File: config.mk
export PLATFORM = sky130hd
export DESIGN_NAME = hsc_config_regs
export DESIGN_NICKNAME = d
export VERILOG_FILES = /design/src/rtl/hsc_pkg.sv /design/src/rtl/hsc_config_regs.sv /design/src/rtl/hsc_pin_filter.sv
export SDC_FILE = /design/constraint.sdc
export NUM_CORES = 1
export LEC_CHECK = 0
export ABC_AREA = 1
export BUFFER_PORTS_ARGS = -buffer_cell sky130_fd_sc_hd__clkbuf_2
export CORE_MARGIN = 1.5
export CORE_UTILIZATION = 45
export CTS_CLUSTER_DIAMETER = 60
export DETAILED_ROUTE_END_ITERATION = 7
export PLACE_DENSITY = 0.62
export SKIP_CTS_REPAIR_TIMING = 1
export SYNTH_ARGS = -nofsm -noshare
export SYNTH_HDL_FRONTEND = slang
export SYNTH_SLANG_ARGS = --single-unit
File: constraint.sdc
create_clock -name clock -period 4.2 [get_ports clock]
set_input_delay 0.63 -clock clock [delete_from_list [all_inputs] [get_ports clock]]
set_output_delay 0.63 -clock clock [all_outputs]
set_load 0.1 [all_outputs]
File: src/rtl/hsc_pkg.sv
/*
  Shared constants and types of the hub configuration register bank:
  register offsets, field positions, reset values, the serial slave's
  states and the packed state records of both design modules.
  Assumes nothing of its surroundings; it is imported whole by each module.
*/
package hsc_pkg;

  // ----------------------------------------------------------------------
  // Register offsets
  // ----------------------------------------------------------------------
  localparam logic [7:0] REG_HUB_COMMAND = 8'h00;
  localparam logic [7:0] REG_VENDOR_CODE_LOW = 8'h01;
  localparam logic [7:0] REG_VENDOR_CODE_HIGH = 8'h02;
  localparam logic [7:0] REG_PRODUCT_CODE_LOW = 8'h03;
  localparam logic [7:0] REG_PRODUCT_CODE_HIGH = 8'h04;
  localparam logic [7:0] REG_RELEASE_CODE_LOW = 8'h05;
  localparam logic [7:0] REG_RELEASE_CODE_HIGH = 8'h06;
  localparam logic [7:0] REG_HUB_SETUP_FIRST = 8'h07;
  localparam logic [7:0] REG_HUB_SETUP_SECOND = 8'h08;
  localparam logic [7:0] LOCK_RANGE_FIRST = 8'h01;
  localparam logic [7:0] LOCK_RANGE_LAST = 8'h10;

  // ----------------------------------------------------------------------
  // Field positions and masks
  // ----------------------------------------------------------------------
  localparam int CMD_SOFT_RESET_BIT = 2;
  localparam int CMD_CONFIG_LOCK_BIT = 1;
  localparam int CMD_USB_ATTACH_BIT = 0;
  localparam int SETUP_POWER_SOURCE_BIT = 7;
  localparam int SETUP_HIGH_SPEED_OFF_BIT = 5;
  localparam int SETUP_EOP_SUPPRESS_BIT = 3;
  localparam int SETUP_OC_MODE_MSB = 2;
  localparam int SETUP_OC_MODE_LSB = 1;
  localparam int SECOND_DYNAMIC_POWER_BIT = 7;
  localparam logic [7:0] SETUP_FIRST_MASK = 8'hae;
  localparam logic [7:0] SECOND_MASK = 8'hb8;

  // ----------------------------------------------------------------------
  // Pin filter lanes and bus framing
  // ----------------------------------------------------------------------
  localparam int PIN_SCL = 0;
  localparam int PIN_SDA = 1;
  localparam int PIN_SENSE = 2;
  localparam logic [2:0] PIN_RESET_LEVEL = 3'h3;
  localparam logic [3:0] BYTE_BITS = 4'h8;
  localparam logic [6:0] GENERAL_CALL_ADDRESS = 7'h00;

  // ----------------------------------------------------------------------
  // Types
  // ----------------------------------------------------------------------
  typedef enum logic [5:0] {
    BUS_IDLE = 6'b00_0001,
    BUS_RECEIVE = 6'b00_0010,
    BUS_ACK = 6'b00_0100,
    BUS_TRANSMIT = 6'b00_1000,
    BUS_TRANSMIT_ACK = 6'b01_0000,
    BUS_WAIT_STOP = 6'b10_0000
  } hsc_bus_state_t;

  typedef enum logic [3:0] {
    PHASE_WRITE_ADDR = 4'b0001,
    PHASE_REG_ADDR = 4'b0010,
    PHASE_DATA = 4'b0100,
    PHASE_READ_ADDR = 4'b1000
  } hsc_phase_t;

  typedef struct packed {
    logic [15:0] vendorCode;
    logic [15:0] productCode;
    logic [15:0] releaseCode;
    logic [7:0] setupFirst;
    logic [7:0] setupSecond;
  } hsc_setup_t;

  typedef struct packed {
    hsc_bus_state_t busState;
    hsc_phase_t phase;
    logic [3:0] bitCount;
    logic [7:0] shiftReg;
    logic [7:0] regAddr;
    logic [7:0] dataByte;
    logic writePending;
    logic softReset;
    logic configLock;
    logic usbAttach;
    logic sclLast;
    logic sdaLast;
    logic sdaOe;
    logic sdaOut;
    logic selfPowered;
    hsc_setup_t setup;
  } hsc_state_t;

  localparam hsc_state_t HSC_STATE_RESET = '{
    busState: BUS_IDLE,
    phase: PHASE_WRITE_ADDR,
    bitCount: 4'h0,
    shiftReg: 8'h00,
    regAddr: 8'h00,
    dataByte: 8'h00,
    writePending: 1'b0,
    softReset: 1'b0,
    configLock: 1'b0,
    usbAttach: 1'b0,
    sclLast: 1'b1,
    sdaLast: 1'b1,
    sdaOe: 1'b0,
    sdaOut: 1'b0,
    selfPowered: 1'b0,
    setup: '0
  };

  typedef struct packed {
    logic [2:0] stage1;
    logic [2:0] stage2;
    logic [2:0] stage3;
    logic [2:0] level;
  } hsc_filter_t;

endpackage

File: src/rtl/hsc_config_regs.sv
/*
  Configuration register bank of a two-port hub, loaded over the two-wire
  serial management bus before the hub attaches upstream. Holds the
  serial byte slave, the command register and the setup bytes.
  Assumes slaveAddress is a static strap and the bus data pin is open-drain
  with a pull-up outside; the serial clock is never stretched here.
*/
//
// Contract
// - Soft reset bit restores slave and storage defaults.
// - Soft reset bit clears itself during reset.
// - Lock bit blocks writes to 01h through 10h.
// - Lock and attach set once, pin reset clears.
// - Attach bit signals upstream attach; zero keeps slave.
// - Slave powers down after attach write acknowledged.
// - Vendor code bytes at 01h and 02h.
// - Product code bytes at 03h and 04h.
// - Release code bytes at 05h and 06h.
// - Setup bit 7 selects bus or self power.
// - Dynamic switching uses sense pin, ignores bit 7.
// - Second setup byte bit 7 enables dynamic switching.
// - Setup bit 5 forces full-speed-only attach.
// - Setup bit 3 suppresses full-speed end-of-packet.
// - Setup bits 2:1 select over-current sensing mode.
`timescale 1ns/1ps

module hsc_config_regs
  import hsc_pkg::*;
(
  input wire logic clock,
  input wire logic reset,
  input wire logic [6:0] slaveAddress,
  input wire logic smbClockPin,
  input wire logic smbDataIn,
  output logic smbDataOut,
  output logic smbDataOe,
  input wire logic localPowerSensePin,
  output logic usbAttach,
  output logic smbInterfaceOff,
  output logic configLock,
  output logic selfPowered,
  output logic dynamicPowerEnable,
  output logic highSpeedOff,
  output logic endOfPacketSuppress,
  output logic [1:0] overcurrentSenseMode,
  output logic [15:0] vendorCode,
  output logic [15:0] productCode,
  output logic [15:0] releaseCode
);

  hsc_state_t st;
  hsc_state_t next_st;
  logic [2:0] pinLevel;
  logic sclRise;
  logic sclFall;
  logic startSeen;
  logic stopSeen;
  logic addressMatch;
  logic [7:0] readByte;
  logic inLockRange;

  // ----------------------------------------------------------------------
  // Pin synchronisers
  // ----------------------------------------------------------------------
  hsc_pin_filter u_pin_filter (
    .clock(clock),
    .reset(reset),
    .pinRaw({localPowerSensePin, smbDataIn, smbClockPin}),
    .pinLevel(pinLevel)
  );

  // ----------------------------------------------------------------------
  // Register read view
  // ----------------------------------------------------------------------
  // Reserved and unmapped bits read as zero; the soft reset bit never
  // reads back as one because the read view never maps it into the command byte.
  function automatic logic [7:0] read_view(input logic [7:0] addr, input hsc_state_t s);
    logic [7:0] value;
    value = 8'h00;
    unique case (addr)
      REG_HUB_COMMAND: begin
        value[CMD_CONFIG_LOCK_BIT] = s.configLock;
        value[CMD_USB_ATTACH_BIT] = s.usbAttach;
      end
      REG_VENDOR_CODE_LOW: value = s.setup.vendorCode[7:0];
      REG_VENDOR_CODE_HIGH: value = s.setup.vendorCode[15:8];
      REG_PRODUCT_CODE_LOW: value = s.setup.productCode[7:0];
      REG_PRODUCT_CODE_HIGH: value = s.setup.productCode[15:8];
      REG_RELEASE_CODE_LOW: value = s.setup.releaseCode[7:0];
      REG_RELEASE_CODE_HIGH: value = s.setup.releaseCode[15:8];
      REG_HUB_SETUP_FIRST: value = s.setup.setupFirst;
      REG_HUB_SETUP_SECOND: value = s.setup.setupSecond;
      default: value = 8'h00;
    endcase
    return value;
  endfunction

  // ----------------------------------------------------------------------
  // Next state
  // ----------------------------------------------------------------------
  always_comb begin
    next_st = st;
    sclRise = pinLevel[PIN_SCL] & ~st.sclLast;
    sclFall = ~pinLevel[PIN_SCL] & st.sclLast;
    startSeen = st.sclLast & pinLevel[PIN_SCL] & st.sdaLast & ~pinLevel[PIN_SDA];
    stopSeen = st.sclLast & pinLevel[PIN_SCL] & ~st.sdaLast & pinLevel[PIN_SDA];
    addressMatch = (st.shiftReg[7:1] == slaveAddress) &&
                   (st.shiftReg[7:1] != GENERAL_CALL_ADDRESS);
    readByte = read_view(st.regAddr, st);
    inLockRange = (st.regAddr >= LOCK_RANGE_FIRST) && (st.regAddr <= LOCK_RANGE_LAST);
    next_st.sclLast = pinLevel[PIN_SCL];
    next_st.sdaLast = pinLevel[PIN_SDA];

    if (st.softReset) begin
      // Storage and the slave return to defaults; the one-shot bits survive
      // because only the reset pin may clear them.
      next_st = HSC_STATE_RESET;
      next_st.softReset = 1'b0;
      next_st.configLock = st.configLock;
      next_st.usbAttach = st.usbAttach;
      next_st.sclLast = pinLevel[PIN_SCL];
      next_st.sdaLast = pinLevel[PIN_SDA];
    end else if (st.usbAttach) begin
      // Once attached the slave is dead to the bus until the reset pin.
      next_st.busState = BUS_IDLE;
      next_st.sdaOe = 1'b0;
      next_st.writePending = 1'b0;
    end else if (stopSeen) begin
      // Writes land only at a stop that closes a complete write byte frame,
      // so an aborted or malformed transfer never touches storage.
      if (st.writePending) begin
        if (st.regAddr == REG_HUB_COMMAND) begin
          next_st.configLock = st.configLock | st.dataByte[CMD_CONFIG_LOCK_BIT];
          next_st.usbAttach = st.usbAttach | st.dataByte[CMD_USB_ATTACH_BIT];
          next_st.softReset = st.dataByte[CMD_SOFT_RESET_BIT];
        end else if (!(st.configLock && inLockRange)) begin
          unique case (st.regAddr)
            REG_VENDOR_CODE_LOW: next_st.setup.vendorCode[7:0] = st.dataByte;
            REG_VENDOR_CODE_HIGH: next_st.setup.vendorCode[15:8] = st.dataByte;
            REG_PRODUCT_CODE_LOW: next_st.setup.productCode[7:0] = st.dataByte;
            REG_PRODUCT_CODE_HIGH: next_st.setup.productCode[15:8] = st.dataByte;
            REG_RELEASE_CODE_LOW: next_st.setup.releaseCode[7:0] = st.dataByte;
            REG_RELEASE_CODE_HIGH: next_st.setup.releaseCode[15:8] = st.dataByte;
            REG_HUB_SETUP_FIRST: next_st.setup.setupFirst = st.dataByte & SETUP_FIRST_MASK;
            REG_HUB_SETUP_SECOND: next_st.setup.setupSecond = st.dataByte & SECOND_MASK;
            default: next_st.setup = st.setup;
          endcase
        end
      end
      next_st.busState = BUS_IDLE;
      next_st.phase = PHASE_WRITE_ADDR;
      next_st.writePending = 1'b0;
      next_st.sdaOe = 1'b0;
    end else if (startSeen) begin
      // A repeated start straight after the register byte opens a read.
      // The restart's own clock rise has already shifted in one bit.
      next_st.busState = BUS_RECEIVE;
      next_st.phase = (st.busState == BUS_RECEIVE && st.phase == PHASE_DATA &&
                       st.bitCount <= 4'h1) ? PHASE_READ_ADDR : PHASE_WRITE_ADDR;
      next_st.bitCount = 4'h0;
      next_st.writePending = 1'b0;
      next_st.sdaOe = 1'b0;
    end else begin
      unique case (st.busState)
        BUS_IDLE: begin
          next_st.sdaOe = 1'b0;
        end
        BUS_RECEIVE: begin
          if (sclRise && st.bitCount != BYTE_BITS) begin
            next_st.shiftReg = {st.shiftReg[6:0], pinLevel[PIN_SDA]};
            next_st.bitCount = st.bitCount + 4'h1;
          end else if (sclFall && st.bitCount == BYTE_BITS) begin
            next_st.busState = BUS_ACK;
            next_st.sdaOe = 1'b1;
            unique case (st.phase)
              PHASE_WRITE_ADDR: begin
                if (!addressMatch || st.shiftReg[0]) begin
                  next_st.busState = BUS_IDLE;
                  next_st.sdaOe = 1'b0;
                end
              end
              PHASE_REG_ADDR: next_st.regAddr = st.shiftReg;
              PHASE_DATA: next_st.dataByte = st.shiftReg;
              PHASE_READ_ADDR: begin
                if (!addressMatch || !st.shiftReg[0]) begin
                  next_st.busState = BUS_IDLE;
                  next_st.sdaOe = 1'b0;
                end
              end
            endcase
          end
        end
        BUS_ACK: begin
          if (sclFall) begin
            next_st.sdaOe = 1'b0;
            next_st.bitCount = 4'h0;
            unique case (st.phase)
              PHASE_WRITE_ADDR: begin
                next_st.busState = BUS_RECEIVE;
                next_st.phase = PHASE_REG_ADDR;
              end
              PHASE_REG_ADDR: begin
                next_st.busState = BUS_RECEIVE;
                next_st.phase = PHASE_DATA;
              end
              PHASE_DATA: begin
                next_st.busState = BUS_WAIT_STOP;
                next_st.phase = PHASE_WRITE_ADDR;
                next_st.writePending = 1'b1;
              end
              PHASE_READ_ADDR: begin
                next_st.busState = BUS_TRANSMIT;
                next_st.phase = PHASE_WRITE_ADDR;
                next_st.shiftReg = readByte;
                next_st.sdaOe = ~readByte[7];
                next_st.bitCount = 4'h1;
              end
            endcase
          end
        end
        BUS_TRANSMIT: begin
          if (sclFall) begin
            if (st.bitCount == BYTE_BITS) begin
              next_st.sdaOe = 1'b0;
              next_st.busState = BUS_TRANSMIT_ACK;
            end else begin
              next_st.shiftReg = {st.shiftReg[6:0], 1'b0};
              next_st.sdaOe = ~st.shiftReg[6];
              next_st.bitCount = st.bitCount + 4'h1;
            end
          end
        end
        BUS_TRANSMIT_ACK: begin
          if (sclRise) begin
            next_st.busState = BUS_WAIT_STOP;
          end
        end
        BUS_WAIT_STOP: begin
          // A further byte where a stop belongs breaks the frame; the stop's
          // own clock rise must not, so only a falling clock counts.
          if (sclFall) begin
            next_st.busState = BUS_IDLE;
            next_st.writePending = 1'b0;
          end
        end
      endcase
    end

    // The sense pin takes over from the setup bit only while dynamic
    // switching is on.
    next_st.selfPowered = st.setup.setupSecond[SECOND_DYNAMIC_POWER_BIT] ?
                          pinLevel[PIN_SENSE] :
                          st.setup.setupFirst[SETUP_POWER_SOURCE_BIT];
  end

  always_ff @(posedge clock or posedge reset) begin
    if (reset) begin
      st <= HSC_STATE_RESET;
    end else begin
      st <= next_st;
    end
  end

  // ----------------------------------------------------------------------
  // Outputs
  // ----------------------------------------------------------------------
  assign smbDataOut = st.sdaOut;
  assign smbDataOe = st.sdaOe;
  assign usbAttach = st.usbAttach;
  assign smbInterfaceOff = st.usbAttach;
  assign configLock = st.configLock;
  assign selfPowered = st.selfPowered;
  assign dynamicPowerEnable = st.setup.setupSecond[SECOND_DYNAMIC_POWER_BIT];
  assign highSpeedOff = st.setup.setupFirst[SETUP_HIGH_SPEED_OFF_BIT];
  assign endOfPacketSuppress = st.setup.setupFirst[SETUP_EOP_SUPPRESS_BIT];
  assign overcurrentSenseMode =
    st.setup.setupFirst[SETUP_OC_MODE_MSB:SETUP_OC_MODE_LSB];
  assign vendorCode = st.setup.vendorCode;
  assign productCode = st.setup.productCode;
  assign releaseCode = st.setup.releaseCode;

endmodule

File: src/rtl/hsc_pin_filter.sv
/*
  Three-stage synchroniser and agreement filter for the serial clock,
  serial data and local power sense pins.
  Assumes the pins are asynchronous to clock and idle high on the bus lanes.
*/
`timescale 1ns/1ps

module hsc_pin_filter
  import hsc_pkg::*;
(
  input wire logic clock,
  input wire logic reset,
  input wire logic [2:0] pinRaw,
  output logic [2:0] pinLevel
);

  hsc_filter_t st;
  hsc_filter_t next_st;

  // ----------------------------------------------------------------------
  // Filter
  // ----------------------------------------------------------------------
  // The first stage feeds only the second; a level moves only when the
  // second and third stages agree, which hides a single metastable sample.
  always_comb begin
    next_st = st;
    next_st.stage1 = pinRaw;
    next_st.stage2 = st.stage1;
    next_st.stage3 = st.stage2;
    next_st.level = (st.stage2 & st.stage3) | (st.level & (st.stage2 | st.stage3));
  end

  always_ff @(posedge clock or posedge reset) begin
    if (reset) begin
      st <= '{PIN_RESET_LEVEL, PIN_RESET_LEVEL, PIN_RESET_LEVEL, PIN_RESET_LEVEL};
    end else begin
      st <= next_st;
    end
  end

  assign pinLevel = st.level;

endmodule

==> out/summary.txt <==
I/O pin count - 71
# DRC - 0
part of the Yosys area used for sequential elements - 0.463
Reg clk slew, reported paths - 50 ps
Num CTS Buffers - 17
WL met3 - 829 um
Die ar. - 0.0146 mm2
FFs w/ async S/R, synth - 1.00
top routing layer used - met4
Routed Antenna Nets - 0
layout cells sized above 1 - 0.158
critical path class - reg -> reg
Simple-Gate Fraction of Synth Area - 0.255
Compound-Gate Fraction of Synth Area - 0.118
Tcrit/Tclk final - 0.680
count of state elements after synthesis - 115
Fin. Hold Viols - 0
Vias - 5283
RSZ-0062 raised after global routing - no
Root Buffer - clkbuf_16
Post-Syn Instances - 817
FP Rows - 42
Warnings, synthesis - 0
cells on worst reg2reg path - 4
Data arrival, critical path - 3160 ps
metal2 WL - 7330 um
first-pass GRT wire length - 25500 um
Critical Path Source Type - register
Sink Count - 115
multiplexer share of the synthesized area - 0
EDFF count, synth - 0
Design Area, Final - 0.00691 mm2
dpl hpwl - 11400 um
CP Capture Type - register
crit path capture - st[88]
worst slew pin tran - 1050 ps
Peak Freq - 350 MHz
cell depth of the worst min-delay path - 1
GPL Wtd Cong - 0.861
Die Y - 121 um
Yosys cell types - 40
hold crit path type - in -> reg
peak supply drop - 258 uV
Final Max Slew Viols - 0
P&R area growth vs syn - 10.7%
Synth Area in Adders - 0.0108
CTS tree - done
Global Route Usage Sum - 0.228
chip width - 121 um
Post-Place Setup Slack - 1450 ps
First-pass DRT Iterations - 5
largest family of logic cells by synthesized area - simple AND/OR/NAND/NOR gates
Pwr Density - 489 mW/mm2
Overflow after GRT - 0
Setup-failing EPs final - 0
Clock Path Buffers - 2
Worst R2R End - st[88]
H-Tree Level Count - 4
reg2reg setup slack - 1350 ps
most frequent cells in the layout - 222 x nand2_1, 111 x inv_1, 103 x dfrtp_1
Avg Inst Size Synth - 7.65 um2
Initial Utilization - 0.466
routed vias/inst - 5.15
Pwr Total - 0.00338 W
IO Port Bufs - 69
r2r startpoint - st[71]
WP data required - 4510 ps
Post-Synth XOR/XNOR Area - 0.00421
skew final - 6.74 ps
vias in the first global route - 5001
Placed Instance Area - 0.00633 mm2
max-cap check violation count - 0
crit path time final - 2850 ps
clk_lat worst skew - 420 ps
Core Area - 0.0134 mm2
status - completed
Syn Nets - 832
Slew headroom - 0.297
setup TNS - 0 ps
# fillers - 1312
CP startpoint - st[71]
initial antenna violation count - 0
routed wire length - 15500 um
leading cell type in the layout, fill and taps excluded - nand2_1
final setup margin - 1350 ps
largest net degree at the start of global routing - 67
CP Max Fanout - 30
Net count, final - 855
Primary FF master, synth - dfrtp_1
Leakage - 3.56 nW
M1 WL - 7030 um
wire per inst - 15.1 um
DRT iter0 DRCs - 535
Antenna Diode Count - 0
Synth Cell Area - 0.00625 mm2
-- Yosys cell counts (all sizes together), types with 2 or more instances --
| master | n | area [um2] |
|---|---|---|
| ha | 3 | 37.5 |
| nor3 | 7 | 46.3 |
| inv | 114 | 428 |
| nor4 | 2 | 12.5 |
| o22ai | 15 | 93.8 |
| nand4 | 6 | 37.5 |
| nand3 | 52 | 283 |
| nor2 | 84 | 328 |
| maj3 | 3 | 30.0 |
| dfstp | 12 | 315 |
| o31ai | 5 | 37.5 |
| nand2 | 229 | 877 |
| clkbuf | 5 | 18.8 |
| o21bai | 3 | 22.5 |
| buf | 62 | 477 |
| dfrtp | 103 | 2580 |
| xor2 | 2 | 17.5 |
| o211ai | 2 | 15.0 |
| o21ai | 84 | 435 |
| a21oi | 16 | 87.6 |
-- sequential cells by signal, indices dropped and copies added, names as in the netlist --
register,cells
configLock,1
dynamicPowerEnable,1
endOfPacketSuppress,1
highSpeedOff,1
overcurrentSenseMode,2
productCode,16
releaseCode,16
selfPowered,1
smbDataOe,1
smbInterfaceOff,1
st,46
u_pin_filter.next_st,6
u_pin_filter.pinLevel,3
u_pin_filter.st,3
vendorCode,16
-- cell families (layout without fill, tap and decap cells) --
logic type	Yosys count	in the layout
fa+ha+maj	6	6
simple gates	381	381
buf+inv	182	214
flops	115	115
compound gates	129	129
other cells	1	1
xor+xnor	3	3
-- per-stage QoR --
stage,cells,utilization,hold slack [ps]
floorplan,817,-,331
global placement,997,0.473,334
detailed placement,997,0.473,337
CTS,1025,0.516,279
global route,1025,0.516,275
finish,1025,0.516,293
-- how the worst min path moves through the flow --
stage               slack (ps)                     from                       to
finish                     290              smbClockPin  u_pin_filter.next_st[6]
global route               280                smbDataIn  u_pin_filter.next_st[7]
CTS                        280              smbClockPin  u_pin_filter.next_st[6]
detailed placement         340  u_pin_filter.next_st[8]  u_pin_filter.next_st[5]
global placement           330  u_pin_filter.next_st[8]  u_pin_filter.next_st[5]
floorplan                  330  u_pin_filter.next_st[8]  u_pin_filter.next_st[5]
-- critical path, cell delays in order (launching register included) --
cell     delay (ps)
dfrtp_1         910
inv_1           740
nand2_1         280
nand3_1         430
o31ai_1         380
-- metal layers --
layer,global-route usage,vias up
met5,0,-
met3,0.0443,23
met4,0.0860,0
met2,0.360,170
met1,0.312,2515
li1,-,2575
-- power by group --
| group | total (W) | internal, W | leakage, nW | switching, W |
|---|---|---|---|---|
| clock network | 0.00144 | 0.000961 | 0.288 | 0.000480 |
| registers | 0.00130 | 0.00121 | 1.54 | 0.0000880 |
| logic | 0.000646 | 0.000194 | 1.73 | 0.000452 |
-- cell type report --
type                       instances  area, um2  share of cell area
multi-input combinational        520       2420               0.351
sequential                       115       2890               0.418
timing repair buffer              71        360              0.0521
clock buffer                      22        474              0.0686
tap                              176        220              0.0319
clock inverter                     6        105              0.0152
inverter                         115        435              0.0630
No activity file was read; power rests on OpenSTA's default activity.
